File: src/hw/flash_addr_consts.svh
// Purpose: Constants for the flash address mode and reset control block
// Assumes: Byte-wide instruction stream already framed by the serial front end
// Notes:   Timing is in ref_clk cycles
// Notes on behaviour
// - Status register one is non-volatile and powers up to last written value.
// - Status write is refused unless write enable was set beforehand.
// - Software reset needs reset-enable then reset; device returns to power-on state.
// - Exit-four-byte instruction returns to 3-byte addressing, no write enable needed.
// - Enter-four-byte instruction selects 4-byte addressing, no write enable needed.
// - An 8-bit volatile extended address register supplies address bits 31 to 24; the code uses it in 3-byte mode only, host_addr in 4-byte mode.
// - Extended register read by its read instruction, written with exactly one byte.
// - Hardware reset, software reset or power cycle return to 3-byte addressing.
`ifndef FLASH_ADDR_CONSTS_SVH
`define FLASH_ADDR_CONSTS_SVH

// ----------------------------------------------------------------------
// Instruction codes
// ----------------------------------------------------------------------
`define OP_WRITE_ENABLE   8'h06
`define OP_WRITE_DISABLE  8'h04
`define OP_WRITE_STATUS   8'h01
`define OP_READ_STATUS    8'h05
`define OP_RESET_ENABLE   8'h66
`define OP_RESET          8'h99
`define OP_EXIT_4BYTE     8'hE9
`define OP_ENTER_4BYTE    8'hB7
`define OP_READ_EXT_ADDR  8'hC8
`define OP_WRITE_EXT_ADDR 8'hC5

// ----------------------------------------------------------------------
// Reset values and field positions
// ----------------------------------------------------------------------
`define EXT_ADDR_RESET    8'h00
`define STATUS_WEL_BIT    1
`define NVM_DEPTH         4
`define NVM_STATUS_INDEX  2'h0

`endif

File: src/hw/flash_addr_pkg.sv
// Purpose: Types for the flash address mode and reset control block
// Assumes: Constants come from flash_addr_consts.svh
// Notes:   Holds the state machine type only
package flash_addr_pkg;

   // ----------------------------------------------------------------------
   // Command decode states
   // ----------------------------------------------------------------------
   typedef enum logic [2:0] {
      ST_IDLE,
      ST_OPCODE_DONE,
      ST_EXT_DATA,
      ST_STATUS_DATA,
      ST_IGNORE
   } cmd_state_t;

endpackage : flash_addr_pkg

File: src/hw/flash_addr_ctrl.sv
// Purpose: Address mode, extended address, software reset and status write control
// Assumes: Front end delivers bytes with a strobe level, edge-detected here to one cycle, and frame level from pins
// Notes:   Frame, byte strobe and byte data each pass two flip-flops before use
`timescale 1ns/10ps
`include "flash_addr_consts.svh"

module flash_addr_ctrl
   import flash_addr_pkg::*;
(
   // Clock and reset
   input  wire logic        ref_clk,
   input  wire logic        resetn,
   // Hardware reset pin
   input  wire logic        hw_reset_n,
   // Byte stream from serial front end
   input  wire logic        frame_pin,
   input  wire logic        byte_pin,
   input  wire logic [7:0]  byte_data,
   // Address from front end
   input  wire logic [31:0] host_addr,
   // Outputs
   output logic [31:0]      array_addr,
   output logic             four_byte_mode,
   output logic [7:0]       ext_addr,
   output logic [7:0]       status_out,
   output logic             write_enable,
   output logic [7:0]       read_byte,
   output logic             read_valid,
   output logic             soft_reset_pulse
);

   // ----------------------------------------------------------------------
   // Module state
   // ----------------------------------------------------------------------
   typedef struct packed {
      logic [1:0] frame_sync;
      logic [1:0] byte_sync;
      logic [1:0] hwrst_sync;
      logic       byte_seen;
      logic [7:0] data_meta;
      logic [7:0] data_hold;
      cmd_state_t state;
      logic       reset_armed;
      logic       four_byte;
      logic [7:0] ext;
      logic       wel;
      logic [7:0] rd_byte;
      logic       rd_valid;
      logic       sw_reset;
      logic       nvm_wr;
      logic [7:0] nvm_data;
   } ctrl_state_t;

   ctrl_state_t s_reg;
   ctrl_state_t s_next;
   logic [7:0]  nvm_rd;
   logic        frame_on;
   logic        byte_stb;
   logic        hw_rst;

   // Status byte store, kept across resets
   status_nvm u_nvm (
      .ref_clk (ref_clk),
      .wr_en   (s_reg.nvm_wr),
      .wr_addr (`NVM_STATUS_INDEX),
      .wr_data (s_reg.nvm_data),
      .rd_addr (`NVM_STATUS_INDEX),
      .rd_data (nvm_rd)
   );

   // Synchronised pin views from the second stage, byte strobe edge-detected against byte_seen
   assign frame_on = s_reg.frame_sync[1];
   assign byte_stb = s_reg.byte_sync[1] & ~s_reg.byte_seen;
   assign hw_rst   = ~s_reg.hwrst_sync[1];

   // ----------------------------------------------------------------------
   // Next state
   // ----------------------------------------------------------------------
   always_comb begin
      s_next            = s_reg;
      s_next.frame_sync = {s_reg.frame_sync[0], frame_pin};
      s_next.byte_sync  = {s_reg.byte_sync[0], byte_pin};
      s_next.hwrst_sync = {s_reg.hwrst_sync[0], hw_reset_n};
      s_next.byte_seen  = s_reg.byte_sync[1];
      // Byte data is a pin too, so it gets two stages like the strobe
      s_next.data_meta  = byte_data;
      s_next.data_hold  = s_reg.data_meta;
      s_next.rd_valid   = 1'b0;
      s_next.sw_reset   = 1'b0;
      s_next.nvm_wr     = 1'b0;
      if (!frame_on) begin
         s_next.state = ST_IDLE;
      end else if (byte_stb) begin
         case (s_reg.state)
            ST_IDLE: begin
               s_next.state = ST_OPCODE_DONE;
               // Any opcode other than reset enable disarms the reset sequence
               s_next.reset_armed = 1'b0;
               case (s_reg.data_hold)
                  `OP_WRITE_ENABLE:  s_next.wel = 1'b1;
                  `OP_WRITE_DISABLE: s_next.wel = 1'b0;
                  `OP_RESET_ENABLE:  s_next.reset_armed = 1'b1;
                  `OP_RESET: begin
                     if (s_reg.reset_armed) begin
                        s_next.sw_reset = 1'b1;
                     end
                  end
                  `OP_EXIT_4BYTE:  s_next.four_byte = 1'b0;
                  `OP_ENTER_4BYTE: s_next.four_byte = 1'b1;
                  `OP_READ_EXT_ADDR: begin
                     s_next.rd_byte  = s_reg.ext;
                     s_next.rd_valid = 1'b1;
                     s_next.state    = ST_IGNORE;
                  end
                  `OP_READ_STATUS: begin
                     s_next.rd_byte  = status_out;
                     s_next.rd_valid = 1'b1;
                     s_next.state    = ST_IGNORE;
                  end
                  `OP_WRITE_EXT_ADDR: s_next.state = ST_EXT_DATA;
                  `OP_WRITE_STATUS: begin
                     // Refused without a prior write enable
                     s_next.state = s_reg.wel ? ST_STATUS_DATA : ST_IGNORE;
                  end
                  default: s_next.state = ST_IGNORE;
               endcase
            end
            ST_EXT_DATA: begin
               s_next.ext   = s_reg.data_hold;
               s_next.state = ST_IGNORE;
            end
            ST_STATUS_DATA: begin
               s_next.nvm_wr   = 1'b1;
               s_next.nvm_data = s_reg.data_hold;
               s_next.wel      = 1'b0;
               s_next.state    = ST_IGNORE;
            end
            default: s_next.state = ST_IGNORE;
         endcase
      end
      // Mode, extended register, write enable and reset arm to power-on values; decoder to ST_IGNORE
      if (s_reg.sw_reset || hw_rst) begin
         s_next.four_byte   = 1'b0;
         s_next.ext         = `EXT_ADDR_RESET;
         s_next.wel         = 1'b0;
         s_next.reset_armed = 1'b0;
         s_next.state       = ST_IGNORE;
      end
   end

   // ----------------------------------------------------------------------
   // State register
   // ----------------------------------------------------------------------
   always_ff @(posedge ref_clk) begin
      if (!resetn) begin
         s_reg            <= '0;
         s_reg.hwrst_sync <= 2'h3;
         s_reg.state      <= ST_IDLE;
         s_reg.ext        <= `EXT_ADDR_RESET;
      end else begin
         s_reg <= s_next;
      end
   end

   // ----------------------------------------------------------------------
   // Outputs
   // ----------------------------------------------------------------------
   assign four_byte_mode   = s_reg.four_byte;
   assign ext_addr         = s_reg.ext;
   assign write_enable     = s_reg.wel;
   assign status_out       = {nvm_rd[7:2], s_reg.wel, nvm_rd[0]};
   assign read_byte        = s_reg.rd_byte;
   assign read_valid       = s_reg.rd_valid;
   assign soft_reset_pulse = s_reg.sw_reset;
   // Upper byte from extended register in 3-byte mode
   assign array_addr = s_reg.four_byte ? host_addr : {s_reg.ext, host_addr[23:0]};

   // ----------------------------------------------------------------------
   // Checks
   // ----------------------------------------------------------------------
   a_status_needs_wel: assert property (@(posedge ref_clk) disable iff (!resetn)
      s_reg.nvm_wr |-> $past(s_reg.wel, 2)) else $error("status written without enable");
   a_reset_sequence: assert property (@(posedge ref_clk) disable iff (!resetn)
      s_reg.sw_reset |-> $past(s_reg.reset_armed)) else $error("reset without enable");
   a_exit_four: assert property (@(posedge ref_clk) disable iff (!resetn)
      (byte_stb && frame_on && s_reg.state == ST_IDLE && s_reg.data_hold == `OP_EXIT_4BYTE)
      |=> !s_reg.four_byte) else $error("exit four byte failed");
   a_enter_four: assert property (@(posedge ref_clk) disable iff (!resetn)
      (byte_stb && frame_on && s_reg.state == ST_IDLE && s_reg.data_hold == `OP_ENTER_4BYTE
       && !hw_rst) |=> s_reg.four_byte) else $error("enter four byte failed");
   a_ext_write: assert property (@(posedge ref_clk) disable iff (!resetn)
      (byte_stb && frame_on && s_reg.state == ST_EXT_DATA && !hw_rst && !s_reg.sw_reset)
      |=> s_reg.ext == $past(s_reg.data_hold)) else $error("ext write lost");
   a_reset_clears: assert property (@(posedge ref_clk) disable iff (!resetn)
      (s_reg.sw_reset || hw_rst) |=> (!s_reg.four_byte && s_reg.ext == 8'h00))
      else $error("reset left mode set");
   a_addr_join: assert property (@(posedge ref_clk) disable iff (!resetn)
      !four_byte_mode |-> array_addr[31:24] == ext_addr) else $error("bad upper byte");
   a_ext_read: assert property (@(posedge ref_clk) disable iff (!resetn)
      (byte_stb && frame_on && s_reg.state == ST_IDLE && s_reg.data_hold == `OP_READ_EXT_ADDR)
      |=> (read_valid && read_byte == $past(s_reg.ext))) else $error("ext read wrong");

endmodule : flash_addr_ctrl

File: src/hw/status_nvm.sv
// Purpose: Small non-volatile store holding the status register byte
// Assumes: Contents model non-volatile cells, untouched by any reset
// Notes:   Read data comes out of a register
`timescale 1ns/10ps
`include "flash_addr_consts.svh"

module status_nvm (
   // Clock
   input  wire logic       ref_clk,
   // Write port
   input  wire logic       wr_en,
   input  wire logic [1:0] wr_addr,
   input  wire logic [7:0] wr_data,
   // Read port
   input  wire logic [1:0] rd_addr,
   output logic      [7:0] rd_data
);

   logic [7:0] cells [`NVM_DEPTH];

   // ----------------------------------------------------------------------
   // Storage, no reset so value survives power and reset cycles
   // ----------------------------------------------------------------------
   always_ff @(posedge ref_clk) begin
      if (wr_en) begin
         cells[wr_addr] <= wr_data;
      end
      rd_data <= cells[rd_addr];
   end

endmodule : status_nvm
File: config.mk
export PLATFORM = sky130hd
export DESIGN_NAME = flash_addr_ctrl
export DESIGN_NICKNAME = d
export VERILOG_FILES = /design/src/hw/flash_addr_pkg.sv /design/src/hw/flash_addr_ctrl.sv /design/src/hw/status_nvm.sv
export VERILOG_INCLUDE_DIRS = /design/src /design/src/hw
export SDC_FILE = /design/constraint.sdc
export NUM_CORES = 1
export LEC_CHECK = 0
export BUFFER_PORTS_ARGS = -buffer_cell sky130_fd_sc_hd__buf_2
export CORE_MARGIN = 4
export CORE_UTILIZATION = 41
export CTS_CLUSTER_DIAMETER = 60
export DETAILED_ROUTE_END_ITERATION = 8
export PLACE_DENSITY = 0.68
export SLEW_MARGIN = 10
export SYNTH_ARGS = -nofsm -noshare
export SYNTH_HDL_FRONTEND = slang
export SYNTH_SLANG_ARGS = --single-unit
File: constraint.sdc
create_clock -name ref_clk -period 4.95 [get_ports ref_clk]
set_clock_uncertainty 0.05 [all_clocks]
set_input_delay 0.2475 -clock ref_clk [delete_from_list [all_inputs] [get_ports ref_clk]]
set_output_delay 0.2475 -clock ref_clk [all_outputs]
set_load 0.01 [all_outputs]
# [After elaboration in Yosys (flattened, before gate mapping)]
# Memory sizes are Yosys's and may differ from the RTL's. A register that Yosys moved wholly into a read port is not among the register bits.
# Cells that the tools add are included.
[totals] regBits=56 mem_bits_rw=32 input_bits=45 n_memories=1
[mem_list] name="u_nvm.cells" depth=4 width=8 read_ports=1 rd_clocked_by_memory_dff=1 write_ports=1 line_no="status_nvm.sv:19" text="logic [7:0] cells [`NVM_DEPTH];"
[classes] eq_ne=14 n_mux=21 bitwise_logic=5 n_reduce_logical=17
[ops] op="== test 8 bit (second input constant)" n=5
[ops] op="two-way mux 33 bit" n=1
[ops] op="two-way mux 32 bit" n=1
[ops] op="two-way mux 30 bit" n=1
[ops] op="== test 8 x 3 -> 1 bit (second input constant)" n=3
[ops] op="case mux 9 bit (2 select lines)" n=1
[ops] op="AND reduction 4 bit" n=4
[ops] op="two-way mux 14 bit" n=1
[ops] op="AND reduction 3 bit" n=4
[ops] op="two-way mux 10 bit" n=1
[ops] op="two-way mux 3 bit" n=3
[ops] op="two-way mux 9 bit" n=1
[ops] op="case mux 3 bit (3 select lines)" n=1
[ops] op="== test 8 x 1 -> 1 bit (second input constant)" n=1
[ops] op="== test 8 x 7 -> 1 bit (second input constant)" n=1
[ops] op="two-way mux 8 bit" n=1
[ops] op="== test 3 x 2 -> 1 bit (second input constant)" n=2
[ops] op="inequality test 3 x 1 -> 1 bit (second input constant)" n=2
[ops] op="case mux 1 bit (2 select lines)" n=3
[ops] op="nonzero test 2 bit" n=3
[ops] op="OR reduction 6 bit" n=1
[ops] op="two-way mux 1 bit" n=5
[ops] op="AND reduction 5 bit" n=1
[ops] op="NOT 1 bit" n=4
[ops] op="6 further kinds" n=6

# [Logic depth before layout (Yosys ltp)]
[logic_depth] word_depth=7 mapped_depth=9

# [Cells and area by module]
# Synthesis repeated with hierarchy kept, for this count alone.
[unflattened] hier_cells=315 hier_area_um2=3876.2
[by_module_without_submodules] module="flash_addr_ctrl" n_inst=1 cells_per_inst=261 area_per_inst_um2=2527.4 seq_area_each_um2=1121.1
[by_module_without_submodules] module="status_nvm" n_inst=1 cells_per_inst=54 area_per_inst_um2=1348.8 seq_area_each_um2=1121.1

# [Worst setup path before layout]
# No wires, ideal clock.
[synth_path] path_type="register to register" startpoint="reg s_reg[38] (netlist name)" endpoint="reg s_reg, in the netlist read_byte[7]" setup_time_ns=0.116 t_arrival_ns=1.509 t_required_ns=4.784 slack_ns=3.275 path_stages_with_launch=10 synth_period_minus_slack_ns=1.675 path_cell_list="dfxtp_1 buf_6 nor4_4 and4_1 buf_6 o21a_4 buf_6 buf_8 nand2_2 o211a_1"
[synth_via] elab_chain_cells=3
[synth_lines] item="start, declared" line_no="flash_addr_ctrl.sv:54" text="ctrl_state_t s_reg;"
[synth_lines] item="start signal, assigned" line_no="flash_addr_ctrl.sv:161" text="s_reg <= s_next;"
[synth_lines] item="== test 8 x 3 -> 1 bit / == test 8 bit (equally long branches)" line_no="flash_addr_ctrl.sv:99" text="case (s_reg.data_hold)"
[synth_lines] item="nonzero test 2 bit (no source line)"
[synth_lines] item="AND reduction 4 bit (no source line)"
# Several ways; a longest one is shown, not always the timed one.
# A chain may end at the register's enable or synchronous reset.

# [Worst setup path after layout]
[layout_path] startpoint="reg s_reg[38] (netlist name)" endpoint="reg s_reg, in the netlist read_byte[3]"
# Same word-level chain as after synthesis.

==> load_flow_metrics.sql <==
INSERT INTO impl_metrics (metric_group, metric, value, unit) VALUES
('grt', 'grt_first_pass_wirelength', '8900', 'microns'),
('synthesis', 'synth_ff_type', 'dfxtp_1', ''),
('synthesis', 'post_synth.cell_area_avg', '10.6', 'sq um'),
('power_and_ir_drop', 'leakage', '1.38', 'nW'),
('grt', 'maximum_number_of_pins_on_one_net_before_global_route_repair', '45', ''),
('detailed_routing', 'drcViolationCount', '0', ''),
('worst_setup_path', 'critPathLaunchType', 'flop', ''),
('sta', 'finalMaxSlewViolations', '0', ''),
('detailed_routing', 'detail_route.wirelength', '5440', 'microns'),
('detailed_routing', 'length_of_the_first_detailed_routing_pass_in_iterations', '4', ''),
('cts', 'clk_root_buffer_cell', 'clkbuf_8', ''),
('place', 'finalWeightedCongestion', '0.807', ''),
('cts', 'cts_resized', '0', ''),
('grt', 'via_count_of_the_first_global_routing_pass', '1776', ''),
('final_layout', 'area_growth_syn_to_layout', '6.81', '%'),
('worst_setup_path', 'critical_path.startpoint', 's_reg[38]', ''),
('synthesis', 'async_reset_ff_frac', '0', ''),
('worst_hold_path', 'start_point_of_the_worst_hold_path', 'hw_reset_n', ''),
('power_and_ir_drop', 'ir_worst_vdd', '193', 'uV'),
('synthesis', 'yosys.cell_types.count', '43', ''),
('die', 'floorplan.core_area', '6830', 'sq um'),
('synthesis', 'yosysWarnings', '0', ''),
('synthesis', 'yosys_register_bits', '69', ''),
('final_layout', 'final_cells', '387', ''),
('synthesis', 'post_synth_instance_area', '2900', 'sq um'),
('grt', 'grt_total_ovfl', '0', ''),
('die', 'design.portCount', '105', ''),
('detailed_routing', 'detail_route.iter0.violations', '178', ''),
('power_and_ir_drop', 'total_power_per_unit_cell_area', '336', 'nW/um^2'),
('sta', 'finalHoldViolCount', '0', ''),
('worst_setup_path', 'worst_r2r_path_depth', '5', ''),
('final_layout', 'fillerInstances', '664', ''),
('final_layout', 'layout_commonest_cell', 'dfxtp_1', ''),
('sta', 'max_freq', '0.522', 'GHz'),
('sta', 'final_sum_of_negative_setup_slack', '0', 'ns'),
('grt', 'antenna_violations_before_repair', '0', ''),
('cts', 'numCtsBuffers', '9', ''),
('cts', 'tritoncts_num_sinks', '69', ''),
('die', 'die-width', '92.2', 'microns'),
('die', 'placement_rows', '30', ''),
('worst_setup_path', 'critPathArrivalTime', '2.10', 'ns'),
('die', 'floorplan.initialDensity', '0.425', ''),
('detailed_routing', 'wire_per_inst', '14.1', 'microns'),
('cts', 'cts_buffer_depth', '2', ''),
('final_layout', 'most_frequent_cells_in_the_layout', 'dfxtp_1, buf_2, and2_1, mux2i_1', ''),
('detailed_routing', 'antenna_left', '0', ''),
('sta', 'tightest_slew', '0.635', 'ns'),
('cts', 'cts.hold.buffers_added', '0', ''),
('synthesis', 'ys_seq_area_frac', '0.500', ''),
('synthesis', 'synth_nets', '318', ''),
('detailed_routing', 'post_detailed_route_via_to_cell_ratio', '4.78', ''),
('worst_setup_path', 'path_class', 'reg2reg', ''),
('synthesis', 'synth_enable_flop_cells', '7', ''),
('synthesis', 'post_synth_inst_count', '273', ''),
('cts', 'clkLatencyLatePin', '0.34', 'ns'),
('worst_setup_path', 'timing.reg2reg.setup_slack', '3.03', 'ns'),
('final_layout', 'largest_register_ff_count', '22', ''),
('worst_hold_path', 'hold_path_depth', '2', ''),
('worst_setup_path', 'reg2reg_from', 's_reg[38]', ''),
('place', 'dpl.hpwl', '3790', 'microns'),
('cts', 'path_clk_slew', '0.07', 'ns'),
('final_layout', 'post_route_cells_drive_above_1_share', '0.285', ''),
('die', 'die_area', '8490', 'sq um'),
('sta', 'timing.final.crit_share', '0.387', ''),
('die', 'die_h', '92.2', 'microns'),
('worst_hold_path', 'hold_path_class', 'in2reg', ''),
('final_layout', 'finalNetCount', '331', ''),
('cts', 'tritoncts_clock_tree', 'done', ''),
('cts', 'post-cts-setup-buffer-count', '0', ''),
('place', 'buffer_ports.inserted', '56', ''),
('sta', 'report.final.setup_viol', '0', ''),
('cts', 'cts-htree-levels', '3', ''),
('sta', 'slew_headroom', '0.577', ''),
('place', 'dp.cells', '371', ''),
('worst_setup_path', 'worst_ep_required_time', '5.14', 'ns'),
('final_layout', 'num_antenna_cells', '0', ''),
('outcome', 'status', 'finished, final reports clean', ''),
('sta', 'post-route-min-period', '1.92', 'ns'),
('sta', 'rsz0062_at_grt', 'no', ''),
('detailed_routing', 'vias', '1849', ''),
('worst_setup_path', 'timing.critical_path.to_type', 'flop', ''),
('job', 'cap_violations', '0', ''),
('grt', 'grtUsageTotal', '0.136', ''),
('worst_setup_path', 'critical_path.max_fanout', '17', '');
-- routing by layer --
| metal | part of all wire | global-route usage |
|---|---|---|
| met5 | 0 | 0 |
| met4 | 0.014 | 0.0594 |
| met3 | 0.074 | 0.0533 |
| met2 | 0.47 | 0.212 |
| met1 | 0.44 | 0.165 |
-- cell families (layout without fill, tap and decap cells) --
group	after synthesis	in the layout	synth area share
mux	24	24	0.0862
compound gates	32	32	0.0862
buf+inv	55	73	0.137
simple gates	93	93	0.191
flops	69	69	0.500
-- cell usage after synthesis, types with 7 or more instances --
cell | count | share of area
nor2_1 | 15 | 0.019
mux2_2 | 8 | 0.031
dfxtp_1 | 62 | 0.43
nand2_1 | 15 | 0.019
a22oi_1 | 9 | 0.023
o211a_1 | 8 | 0.028
mux2i_1 | 16 | 0.055
and2_1 | 23 | 0.050
nor2b_1 | 9 | 0.019
buf_4 | 41 | 0.11
edfxtp_1 | 7 | 0.072
clkbuf_1 | 7 | 0.0090
-- per-stage QoR --
stage / cell area (sq um) / hold slack [ns] / setup WS, ns / total power, mW / util
4_1_cts: 3100 / 0.0237 / 3.05 / 1.06 / 0.454
3_5_place_dp: 2910 / 0.277 / 3.05 / 0.623 / 0.426
5_1_grt: 3100 / 0.0430 / 2.90 / 1.09 / 0.454
3_3_place_gp: 2910 / 0.275 / 3.05 / 0.623 / 0.426
2_1_floorplan: 2900 / 0.273 / 3.27 / 0.631 / -
6_report: 3100 / 0.0434 / 3.03 / 1.04 / 0.454
-- area by class of cell --
cell class | count | area (sq um) | share of cell area
Sequential cell | 69 | 1450 | 0.468
Clock inverter | 7 | 66.3 | 0.0214
Clock buffer | 9 | 124 | 0.0399
Multi-Input combinational cell | 149 | 1060 | 0.340
Timing Repair Buffer | 56 | 280 | 0.0904
Tap cell | 96 | 120 | 0.0387
Inverter | 1 | 3.75 | 0.00121
-- power by group --
group / internal, mW / switching (mW) / total [mW] / leakage [nW]
Combinational: 0.0160 / 0.0139 / 0.0299 / 0.716
Sequential: 0.572 / 0.00827 / 0.580 / 0.572
Clock: 0.229 / 0.203 / 0.432 / 0.0919
-- worst paths after layout --
check	to
min reg2reg	u_nvm.rd_data[3]
min	s_next[51]
max	read_byte[3]
max reg2reg	read_byte[3]
-- worst max-delay path, stage by stage, from the launching register on --
cell and delay [ns]:
dfxtp_1 0.43, nor4_4 0.33, and4_1 0.48, o21a_4 0.31, nand2_1 0.08, o211a_1 0.13
Power figures use the tool's default switching activity.
